## src/ctu_defines.svh

```systemverilog
// Purpose: Constants for the charge-time edge control block
// Assumes: 32-bit register port, word offsets in bytes
// Notes: Included by the design file, the property module and the bench; the package does not include it
`ifndef CTU_DEFINES_SVH
`define CTU_DEFINES_SVH

// ****************************************************
// Register offsets
// ****************************************************
`define CTU_ADDR_CTRL 8'h00
`define CTU_ADDR_STAT 8'h04
`define CTU_ADDR_MASK 8'h08

// ****************************************************
// Control register fields
// ****************************************************
`define CTU_B_EDGE1 24
`define CTU_B_E2MODE 23
`define CTU_B_E2POL 22
`define CTU_B_SRC_HI 21
`define CTU_B_SRC_LO 18
`define CTU_B_ON 15
`define CTU_B_IDLE 13
`define CTU_B_DELAY_GENERATION_ENABLE 12
`define CTU_B_EDGE_PASS_ENABLE 11
`define CTU_B_SEQ 10
`define CTU_B_GND 9
`define CTU_B_TRIG 8
`define CTU_CTRL_WMASK 32'h01FC_BF00
`define CTU_CTRL_RESET 32'h0000_0000

// ****************************************************
// Status / mask layout
// ****************************************************
`define CTU_S_EDGE1 0
`define CTU_S_EDGE2 1
`define CTU_S_NBITS 2

// ****************************************************
// Edge-two source codes
// ****************************************************
`define CTU_SRC_CMP3 4'hf
`define CTU_SRC_CMP2 4'he
`define CTU_SRC_CMP1 4'hd
`define CTU_SRC_PERIPHERAL_BUS_CLOCK 4'hc
`define CTU_SRC_CAP3 4'hb
`define CTU_SRC_CAP2 4'ha
`define CTU_SRC_CAP1 4'h9
`define CTU_SRC_EXT13 4'h8
`define CTU_SRC_EXT12 4'h7
`define CTU_SRC_EXT11 4'h6
`define CTU_SRC_EXT10 4'h5
`define CTU_SRC_EXT9 4'h4
`define CTU_SRC_EXT1 4'h3
`define CTU_SRC_EXT2 4'h2
`define CTU_SRC_CMPEV 4'h1
`define CTU_SRC_TMR1 4'h0

`endif

```

## src/ctu_pkg.sv

```systemverilog
// Purpose: Types for the charge-time edge control block
// Assumes: ctu_defines.svh on the include path
// Notes: Holds types only; numbers live in the header
package ctu_pkg;
   // Measurement phase of the unit
   typedef enum logic [1:0] {
      CTU_IDLE,
      CTU_ARMED,
      CTU_RUN,
      CTU_DONE
   } ctu_phase_e;
   // Edge-two source select code
   typedef logic [3:0] ctu_src_t;
endpackage

```

## src/ctu_sync_edge.sv

```systemverilog
// Purpose: Two-flop synchroniser with edge and level qualifier
// Assumes: Input may be asynchronous to clock_in
// Notes: First flop feeds only the second flop
module ctu_sync_edge (
   input wire logic clock_in,
   input wire logic sys_rst_in,
   input wire logic sig_in,
   input wire logic pos_in,
   input wire logic edge_mode_in,
   output logic hit_out
);
   logic meta_r; // First stage, read only by sync_r
   logic sync_r; // Second stage, safe to use
   logic prev_r; // Previous synced value for edge detection

   // Synchroniser chain
   always_ff @(posedge clock_in) begin
      if (sys_rst_in) begin
         meta_r <= 1'b0;
         sync_r <= 1'b0;
         prev_r <= 1'b0;
      end else begin
         meta_r <= sig_in;
         sync_r <= meta_r;
         prev_r <= sync_r;
      end
   end

   // Edge mode: chosen transition; level mode: chosen level held
   always_comb begin
      if (edge_mode_in) begin
         hit_out = pos_in ? (sync_r & ~prev_r) : (~sync_r & prev_r);
      end else begin
         hit_out = pos_in ? sync_r : ~sync_r;
      end
   end
endmodule

```

## src/ctu_edge_ctrl.sv

```systemverilog
// Purpose: Edge selection, qualification and recording for charge-time unit
// Assumes: Register port strobes are single cycle, read data one cycle later
// Notes: Edge one arrives on a dedicated input; edge two is chosen by code
//
// Notes on behaviour
// - Edge-one flag sets on edge, software writable
// - Edge-two sampling bit: edges or levels
// - Edge-two polarity bit: rising or falling
// - Codes 1111..1100 pick comparators and bus clock
// - Codes 1011..1001 pick capture events
// - Codes 1000..0010 pick external edge pins
// - Code 0001 compare event, 0000 timer
// - Enable bit turns the unit on
// - Idle-stop bit halts unit during idle
// - Delay-generation bit enables edge delay mode
// - Edge-pass bit blocks all edges when clear
// - Edge-order bit needs edge one first
// - Ground bit grounds the current source
// - Trigger bit enables trigger output
`include "ctu_defines.svh"

module ctu_edge_ctrl (
   input wire logic clock_in,
   input wire logic sys_rst_in,
   // Register port
   input wire logic [7:0] reg_addr_in,
   input wire logic [31:0] reg_wdata_in,
   input wire logic reg_write_in,
   input wire logic reg_read_in,
   output logic [31:0] reg_rdata_out,
   // Device state
   input wire logic idle_mode_in,
   // Edge sources
   input wire logic edge_one_in,
   input wire logic comparator_one_output_in,
   input wire logic comparator_two_output_in,
   input wire logic comparator_three_output_in,
   input wire logic peripheral_bus_clock_in,
   input wire logic capture_module_one_in,
   input wire logic capture_module_two_in,
   input wire logic capture_module_three_in,
   input wire logic [13:1] external_edge_pin_in,
   input wire logic compare_module_one_in,
   input wire logic first_timer_in,
   // Outputs toward the analog side, plus the interrupt
   output logic current_on_out,
   output logic current_source_ground_out,
   output logic trigger_out,
   output logic delay_pulse_out,
   output logic irq_out
);
   // ****************************************************
   // Register state
   // ****************************************************
   logic [31:0] ctrl_r; // Control word
   logic [`CTU_S_NBITS-1:0] stat_r; // Sticky event bits
   logic [`CTU_S_NBITS-1:0] mask_r; // Interrupt mask
   logic [31:0] rdata_r; // Read data register
   ctu_pkg::ctu_phase_e phase_r; // Measurement phase
   ctu_pkg::ctu_phase_e phase_nxt;

   // Every field is a plain slice of ctrl_r with nothing cached, so a
   // write reaches the qualifiers on the very next cycle
   // Field views of the control word
   logic edge_one_flag;
   logic edge_two_sampling;
   logic edge_two_polarity;
   ctu_pkg::ctu_src_t edge_two_source;
   logic unit_on;
   logic idle_stop;
   logic delay_generation_enable;
   logic edge_pass_enable;
   logic edge_order_enable;
   logic current_source_ground;
   logic trigger_output_enable;

   assign edge_one_flag = ctrl_r[`CTU_B_EDGE1];
   assign edge_two_sampling = ctrl_r[`CTU_B_E2MODE];
   assign edge_two_polarity = ctrl_r[`CTU_B_E2POL];
   assign edge_two_source = ctrl_r[`CTU_B_SRC_HI:`CTU_B_SRC_LO];
   assign unit_on = ctrl_r[`CTU_B_ON];
   assign idle_stop = ctrl_r[`CTU_B_IDLE];
   assign delay_generation_enable = ctrl_r[`CTU_B_DELAY_GENERATION_ENABLE];
   assign edge_pass_enable = ctrl_r[`CTU_B_EDGE_PASS_ENABLE];
   assign edge_order_enable = ctrl_r[`CTU_B_SEQ];
   assign current_source_ground = ctrl_r[`CTU_B_GND];
   assign trigger_output_enable = ctrl_r[`CTU_B_TRIG];

   // ****************************************************
   // Source selection
   // ****************************************************
   // External pins eight down to three have no code and are never picked
   // Mux function; used for the live selection only but kept as a
   // function so the code table sits in one readable place
   function automatic logic pick_src(input ctu_pkg::ctu_src_t code,
                                     input logic [13:1] ext,
                                     input logic c1, input logic c2,
                                     input logic c3, input logic pb,
                                     input logic i1, input logic i2,
                                     input logic i3, input logic oc,
                                     input logic t1);
      logic v;
      v = 1'b0;
      unique case (code)
         `CTU_SRC_CMP3: v = c3;
         `CTU_SRC_CMP2: v = c2;
         `CTU_SRC_CMP1: v = c1;
         `CTU_SRC_PERIPHERAL_BUS_CLOCK: v = pb;
         `CTU_SRC_CAP3: v = i3;
         `CTU_SRC_CAP2: v = i2;
         `CTU_SRC_CAP1: v = i1;
         `CTU_SRC_EXT13: v = ext[13];
         `CTU_SRC_EXT12: v = ext[12];
         `CTU_SRC_EXT11: v = ext[11];
         `CTU_SRC_EXT10: v = ext[10];
         `CTU_SRC_EXT9: v = ext[9];
         `CTU_SRC_EXT1: v = ext[1];
         `CTU_SRC_EXT2: v = ext[2];
         `CTU_SRC_CMPEV: v = oc;
         `CTU_SRC_TMR1: v = t1;
      endcase
      return v;
   endfunction

   // The selector runs ahead of the synchroniser; a code change while the
   // unit is live can look like an edge for up to three cycles, so
   // software should change the code only while the unit is off
   logic edge_two_raw; // Selected, unsynchronised source
   assign edge_two_raw = pick_src(edge_two_source, external_edge_pin_in,
      comparator_one_output_in, comparator_two_output_in,
      comparator_three_output_in, peripheral_bus_clock_in,
      capture_module_one_in, capture_module_two_in, capture_module_three_in,
      compare_module_one_in, first_timer_in);

   // ****************************************************
   // Synchronise and qualify
   // ****************************************************
   // Hits last one cycle in edge mode and stay up in level mode
   logic edge_one_hit; // Rising edge one after sync
   logic edge_two_hit; // Qualified edge two after sync

   // Both paths use the same synchroniser, so edge one and edge two see
   // the same latency and the measured span is not skewed
   // Edge one is always a rising-edge event
   ctu_sync_edge u_sync_one (
      .clock_in(clock_in),
      .sys_rst_in(sys_rst_in),
      .sig_in(edge_one_in),
      .pos_in(1'b1),
      .edge_mode_in(1'b1),
      .hit_out(edge_one_hit)
   );

   // Bus-clock source aliases against clock_in; it gives a beat pattern,
   // which is why it is only useful as a coarse reference
   ctu_sync_edge u_sync_two (
      .clock_in(clock_in),
      .sys_rst_in(sys_rst_in),
      .sig_in(edge_two_raw),
      .pos_in(edge_two_polarity),
      .edge_mode_in(edge_two_sampling),
      .hit_out(edge_two_hit)
   );

   // ****************************************************
   // Qualification
   // ****************************************************
   // Unit is live when on and not halted by idle
   logic active;
   assign active = unit_on & ~(idle_stop & idle_mode_in);

   // Blocking sits after the synchroniser, so in edge mode a source that
   // moved while blocked leaves no stale edge once edges pass again
   logic e1_ok; // Edge one may act
   logic e2_ok; // Edge two may act
   assign e1_ok = active & edge_pass_enable & edge_one_hit;
   // With ordering on, edge two waits for the edge-one flag
   assign e2_ok = active & edge_pass_enable & edge_two_hit &
                  (~edge_order_enable | edge_one_flag);

   // ****************************************************
   // Register writes and the control word
   // ****************************************************
   // Address decode; writes to unmapped offsets are ignored
   logic wr_ctrl;
   logic wr_stat;
   logic wr_mask;
   assign wr_ctrl = reg_write_in & (reg_addr_in == `CTU_ADDR_CTRL);
   assign wr_stat = reg_write_in & (reg_addr_in == `CTU_ADDR_STAT);
   assign wr_mask = reg_write_in & (reg_addr_in == `CTU_ADDR_MASK);

   // Control word; hardware edge one wins over a software clear
   // Bits outside the write mask stay zero and read back as zero.
   // Setting the edge-one flag by software starts a measurement just as
   // a hardware edge does
   always_ff @(posedge clock_in) begin
      if (sys_rst_in) begin
         ctrl_r <= `CTU_CTRL_RESET;
      end else begin
         if (wr_ctrl) begin
            ctrl_r <= reg_wdata_in & `CTU_CTRL_WMASK;
         end
         if (e1_ok) begin
            ctrl_r[`CTU_B_EDGE1] <= 1'b1;
         end
      end
   end

   // Sticky status, write one to clear, set wins
   // A same-cycle event beats the clear so no edge is ever lost;
   // software that clears and then reads sees the new event
   always_ff @(posedge clock_in) begin
      if (sys_rst_in) begin
         stat_r <= '0;
      end else begin
         if (wr_stat) begin
            stat_r <= stat_r & ~reg_wdata_in[`CTU_S_NBITS-1:0];
         end
         if (e1_ok) begin
            stat_r[`CTU_S_EDGE1] <= 1'b1;
         end
         if (e2_ok) begin
            stat_r[`CTU_S_EDGE2] <= 1'b1;
         end
      end
   end

   // Interrupt mask
   // Mask bits share the status layout; a set bit lets that event interrupt
   always_ff @(posedge clock_in) begin
      if (sys_rst_in) begin
         mask_r <= '0;
      end else if (wr_mask) begin
         mask_r <= reg_wdata_in[`CTU_S_NBITS-1:0];
      end
   end

   // ****************************************************
   // Measurement phase
   // ****************************************************
   // An edge two that comes while armed is recorded and may trigger,
   // but it neither starts nor ends a current pulse
   // Losing the enable or entering a halting idle drops straight to idle
   // Current runs from edge one to edge two; software rearms by
   // clearing the edge-one flag
   always_comb begin
      phase_nxt = phase_r;
      unique case (phase_r)
         // Unit off or halted: no current
         ctu_pkg::CTU_IDLE: begin
            if (active) begin
               phase_nxt = ctu_pkg::CTU_ARMED;
            end
         end
         // Live, waiting for the edge-one flag
         ctu_pkg::CTU_ARMED: begin
            if (!active) begin
               phase_nxt = ctu_pkg::CTU_IDLE;
            end else if (edge_one_flag) begin
               phase_nxt = ctu_pkg::CTU_RUN;
            end
         end
         // Current flows until edge two or a rearm
         ctu_pkg::CTU_RUN: begin
            if (!active) begin
               phase_nxt = ctu_pkg::CTU_IDLE;
            end else if (e2_ok) begin
               phase_nxt = ctu_pkg::CTU_DONE;
            end else if (!edge_one_flag) begin
               phase_nxt = ctu_pkg::CTU_ARMED;
            end
         end
         // Span closed; hold until software rearms
         ctu_pkg::CTU_DONE: begin
            if (!active) begin
               phase_nxt = ctu_pkg::CTU_IDLE;
            end else if (!edge_one_flag) begin
               phase_nxt = ctu_pkg::CTU_ARMED;
            end
         end
      endcase
   end

   // Phase register
   // The next-state value also feeds the outputs, saving a cycle of lag
   always_ff @(posedge clock_in) begin
      if (sys_rst_in) begin
         phase_r <= ctu_pkg::CTU_IDLE;
      end else begin
         phase_r <= phase_nxt;
      end
   end

   // ****************************************************
   // Outputs
   // ****************************************************
   // All analog-side controls are registered so the pins never glitch
   // Registered analog controls and delay pulse
   always_ff @(posedge clock_in) begin
      if (sys_rst_in) begin
         current_on_out <= 1'b0;
         current_source_ground_out <= 1'b0;
         trigger_out <= 1'b0;
         delay_pulse_out <= 1'b0;
      end else begin
         // Current follows the next phase, one cycle after the flag sets
         current_on_out <= (phase_nxt == ctu_pkg::CTU_RUN);
         // Grounding is not gated by enable so discharge works while off
         current_source_ground_out <= current_source_ground;
         // One pulse per accepted edge two; in level mode it pulses on
         // every cycle that the chosen level holds
         trigger_out <= trigger_output_enable & active & e2_ok;
         // Delay pulse spans edge one to edge two; the comparator-two
         // source is software's duty to program
         delay_pulse_out <= delay_generation_enable &
                            (phase_nxt == ctu_pkg::CTU_RUN);
      end
   end

   // Level interrupt from unmasked sticky bits
   // It falls in the cycle after a clearing write, with no extra lag
   assign irq_out = |(stat_r & mask_r);

   // Read data, valid the cycle after the strobe; unmapped reads zero
   // Reads have no side effects; status bits clear only by a written one.
   // Zero between reads keeps the data lines quiet for OR-ed buses
   always_ff @(posedge clock_in) begin
      if (sys_rst_in) begin
         rdata_r <= '0;
      end else if (reg_read_in) begin
         unique case (reg_addr_in)
            `CTU_ADDR_CTRL: rdata_r <= ctrl_r;
            `CTU_ADDR_STAT: rdata_r <= {{(32-`CTU_S_NBITS){1'b0}}, stat_r};
            `CTU_ADDR_MASK: rdata_r <= {{(32-`CTU_S_NBITS){1'b0}}, mask_r};
            default: rdata_r <= '0;
         endcase
      end else begin
         rdata_r <= '0;
      end
   end
   assign reg_rdata_out = rdata_r;
endmodule

```

## config.mk

```make
export PLATFORM = sky130hd
export DESIGN_NAME = ctu_edge_ctrl
export DESIGN_NICKNAME = d
export VERILOG_FILES = /design/src/ctu_pkg.sv /design/src/ctu_sync_edge.sv /design/src/ctu_edge_ctrl.sv
export VERILOG_INCLUDE_DIRS = /design/src /design/src/src
export SDC_FILE = /design/constraint.sdc
export NUM_CORES = 1
export LEC_CHECK = 0
export BUFFER_PORTS_ARGS = -buffer_cell sky130_fd_sc_hd__buf_4
export CAP_MARGIN = 30
export CORE_MARGIN = 1.5
export CORE_UTILIZATION = 43
export DETAILED_ROUTE_END_ITERATION = 7
export PLACE_DENSITY = 0.82
export SLEW_MARGIN = 0
export SYNTH_ARGS = -nofsm -noshare
export SYNTH_HDL_FRONTEND = slang
export SYNTH_SLANG_ARGS = --single-unit
export TNS_END_PERCENT = 100
```

## constraint.sdc

```tcl
create_clock -name clock_in -period 1.88 [get_ports clock_in]
set_input_delay 0.188 -clock clock_in [delete_from_list [all_inputs] [get_ports clock_in]]
set_output_delay 0.188 -clock clock_in [all_outputs]
set_load 0.01 [all_outputs]
```

* Word-level counts from Yosys, hierarchy flattened
Index checks and enable logic that the tools add are counted.
Word-level totals: register bits 62, input port bits 68
Cells by class: equal/unequal tests 21, mux-type cells 18, bitwise operators 25, reductions and logical operators 8
Operators with widths (count):
- 25-bit one-hot mux with 3 select lines | 1
- 4-bit == test, second input constant | 8
- 25-bit two-way mux | 1
- 4-bit by 3-bit == test with 1-bit output, second input constant | 4
- 2-bit two-way mux | 8
- 1-bit one-hot mux with 16 select lines | 1
- 1-bit bitwise AND | 15
- 4-bit by 2-bit == test with 1-bit output, second input constant | 2
- 8-bit by 3-bit == test with 1-bit output, second input constant | 1
- 8-bit by 4-bit == test with 1-bit output, second input constant | 1
- 8-bit zero test | 1
- 2-bit one-hot mux with 4 select lines | 1
- 2-bit == test, second input constant | 3
- 1-bit two-way mux | 6
- 1-bit inverter | 6
- 2-bit nonzero test | 3
- 2-bit bitwise AND | 2
- 4-bit by 1-bit == test with 1-bit output, second input constant | 1
- 4-bit zero test | 1
- 2-bit OR reduction | 2
- 2-bit by 1-bit == test with 1-bit output, second input constant | 1
- 2-bit zero test | 1
- 2-bit inverter | 1
- 1-bit bitwise OR | 1

* Logic depth before layout (Yosys ltp)
word-level depth 11, gate-level depth with buffers 5, gate-level depth less buffers 4

* Modules after synthesis
A second synthesis with hierarchy kept.
Unflattened totals: cell total of the unflattened synthesis 204, area total of the unflattened synthesis 2034.5 um^2
Modules (own cells, without submodules):
- ctu_edge_ctrl | cells an instance 184, times used 1, area each 1824.2 um^2
- ctu_sync_edge | cells an instance 10, times used 2, area each 105.1 um^2

* Least setup slack after synthesis
Ideal clock, no wire load.
path kind register to register, from reg ctrl_r[19], to reg u_sync_two.meta_r, period minus slack after synthesis 1.327 ns, arrival time 1.199 ns, setup slack 0.553 ns, buffers on the path 1, stages on the path, launching flop included 5, required time 1.753 ns, cells stage by stage dfxtp_1 > buf_2 > mux4_2 > o21ai_0 > o22ai_1
Between the ends: cells in the longest elaborated chain, start to end 2
Ends and longest elaborated chain:
- from (decl) | line ctu_edge_ctrl.sv:55 | logic [31:0] ctrl_r;
- from (signal assigned) | line ctu_edge_ctrl.sv:198 | ctrl_r <= `CTU_CTRL_RESET;
- from (signal assigned) | line ctu_edge_ctrl.sv:201 | ctrl_r <= reg_wdata_in & `CTU_CTRL_WMASK;
- 4-bit by 1-bit == test with 1-bit output, or another cell as far along | line ctu_edge_ctrl.sv:104 | unique case (code)
- 1-bit one-hot mux with 16 select lines * | line ctu_edge_ctrl.sv:104
- to (signal assigned) | line ctu_sync_edge.sv:23 | meta_r <= sig_in;
- to (decl) | line ctu_sync_edge.sv:12 | logic meta_r;
Every way passes the cells marked *; elsewhere a longest branch is shown, timed or not. A chain may end at the register's enable or synchronous reset.

* Worst setup path after layout
Ends and elaborated chain as after synthesis.

==> results.json <==
{
  "clock_path_buffers": 2,
  "critPathKind": "register to register",
  "worst_hold_slack_ns": 0.0939,
  "finalClockSkew_ns": 0.00763,
  "io_pins": 105,
  "cts_buffers": 5,
  "crit_path_max_incr_delay_ns": 0.56,
  "core-area_um2": 4090,
  "via_count": 1435,
  "finalSetupViolCount": 0,
  "power.leakage_nw": 1.13,
  "grt_pass1_vias": 1466,
  "rows": 23,
  "grt_pass1_wl_um": 6060,
  "synth_ff_type": "dfxtp_1",
  "yosysSeqAreaShare_pct": 49.2,
  "ant_nets": 0,
  "maxCapViolations": 0,
  "syn_area_um2": 1870,
  "holdBufCountCts": 0,
  "cts_root_buf": "clkbuf_8",
  "fmax_ghz": 0.670,
  "first_pass_iters": 4,
  "grt_remaining_overflow": 0,
  "synth-edff-count": 0,
  "cts_tree": "done",
  "wire_per_inst_um": 12.2,
  "fill_cells": 368,
  "clock_sinks": 46,
  "path_clk_slew_ns": 0.08,
  "hold_violations": 0,
  "synth_area_per_cell_um2": 10.4,
  "die_height_um": 69.0,
  "cp.required_ns": 2.06,
  "crit_path_cell_trace": "mux4_2, o21ai_0, o22ai_1",
  "netlist_instances": 179,
  "max-vdd-ir-drop_mv": 0.280,
  "outcome": "finished, final reports clean",
  "die_area_um2": 4750,
  "hp-class": "input pin to register",
  "yosys_warnings": 0,
  "drtIter0Drc": 70,
  "ys_seq_elements": 46,
  "initial_core_util_pct": 45.8,
  "layout-drive-gt1-share_pct": 33.2,
  "period_minus_slack_ns": 1.49,
  "cp.arrival_ns": 1.68,
  "setup_tns_ns": 0,
  "dpl.hpwl_um": 2750,
  "final_cell_mix": "buf_4, dfxtp_1, nor2_1",
  "gp_congestion": 0.741,
  "grt_max_degree": 31,
  "h-tree-depth": 2,
  "die_w_um": 69.0,
  "nets": 314,
  "diodes": 0,
  "layout_commonest_cell": "buf_4",
  "power_density_nw_per_um2": 708,
  "cts_setup_buffers": 0,
  "antenna_found_initial": 0,
  "drt-total-wl_um": 3630,
  "io_buffers": 66,
  "grt_setup_unrepaired": "no",
  "drcViolationCount": 0,
  "grt_usage_pct": 17.5,
  "slew_violations": 0,
  "synth_async_sr_flop_share_pct": 0,
  "finalCritPeriodShare_pct": 79.4,
  "cts_resized": 0,
  "synth_cell_type_count": 36,
  "area_delta_synth_final_pct": 29.6,
  "slowest_stage": "dfxtp_1",
  "cp-start-kind": "register",
  "drt-vias-per-instance": 4.83,
  "crit_fanout": 8,
  "insertion_delay_ns": 0.30,
  "worstSetupEndpointType": "register"
}
synthesized netlist by cell type (all sizes together) (2+ instances only):
cell type,instances,area [um^2]
a21oi,3,15.0
a22oi,2,15.0
and2,15,93.8
and3,2,12.5
buf,19,148
clkbuf,3,11.3
dfxtp,46,921
mux2i,19,190
mux4,2,45.0
nand2,7,28.8
nand3,4,32.5
nand3b,5,37.5
nand4,2,12.5
nor2,22,82.6
nor2b,9,56.3
nor3,2,21.3
nor4,2,27.5
nor4b,2,17.5
xnor2,2,17.5
flip-flops by register name, summed over array words and instances, names as in the netlist:
signal,cells
ctrl_r,14
current_on_out,1
current_source_ground_out,1
delay_pulse_out,1
mask_r,2
phase_r,2
reg_rdata_out,16
stat_r,2
trigger_out,1
u_sync_one.meta_r,1
u_sync_one.prev_r,1
u_sync_one.sync_r,1
u_sync_two.meta_r,1
u_sync_two.prev_r,1
u_sync_two.sync_r,1
metrics by stage:
step           std cells  utilization, %  setup slack (ns)  power (mW)  instance area [um^2]
6_report             297            59.3             0.387        1.72                  2420
5_1_grt              297            59.3             0.264        1.80                  2420
4_1_cts              297            59.3             0.362        1.73                  2420
3_5_place_dp         289            57.1             0.272        1.14                  2330
3_3_place_gp         289            57.1             0.297        1.13                  2330
2_1_floorplan        194               -             0.553        1.07                  1930
path summary, 6_finish.rpt:
kind / start / end / slack, ns / depth (start not counted)
setup / recovery: ctrl_r[19] / u_sync_two.meta_r / 0.39 / 3
hold / removal: edge_one_in / u_sync_one.meta_r / 0.09 / 2
setup reg to reg: ctrl_r[19] / u_sync_two.meta_r / 0.39 / 3
hold reg to reg: u_sync_one.meta_r / u_sync_one.sync_r / 0.44 / 1
power breakdown:
part	total, mW	internal, mW	switching [mW]	leakage, nW
clock	0.605	0.296	0.309	0.0482
sequential	0.981	0.979	0.00212	0.371
combinational	0.131	0.0758	0.0554	0.713
kinds of logic after synthesis:
family	share of synthesized area (%)
compound gates	4.35
xor+xnor	0.937
buf+inv	8.49
flops	49.2
mux	13.2
other cells	0.200
simple gates	23.6
critical path, delay by kind of cell, from the launching register on:
kind               cells  cell delay, ns
AOI/OAI and AO/OA      2            0.27
DFF                    1            0.56
muxes                  1            0.55
routing by layer:
metal  share of wire [%]  vias up  track usage [%]
met2                  50       64             32.8
met4                 1.2        0             5.88
met3                 8.7        6             6.01
li1                    -      708                -
met5                   0        -                0
met1                  40      657             18.1
layout make-up:
type,instances,area [um^2],area share (%)
clock buffer,7,86.3,3.56
clock inverter,1,5.00,0.206
sequential,46,921,38.0
tap,50,62.6,2.58
timing repair buffer,67,503,20.7
multi-input combinational,126,847,34.9
No activity file was read; power rests on OpenSTA's default activity.
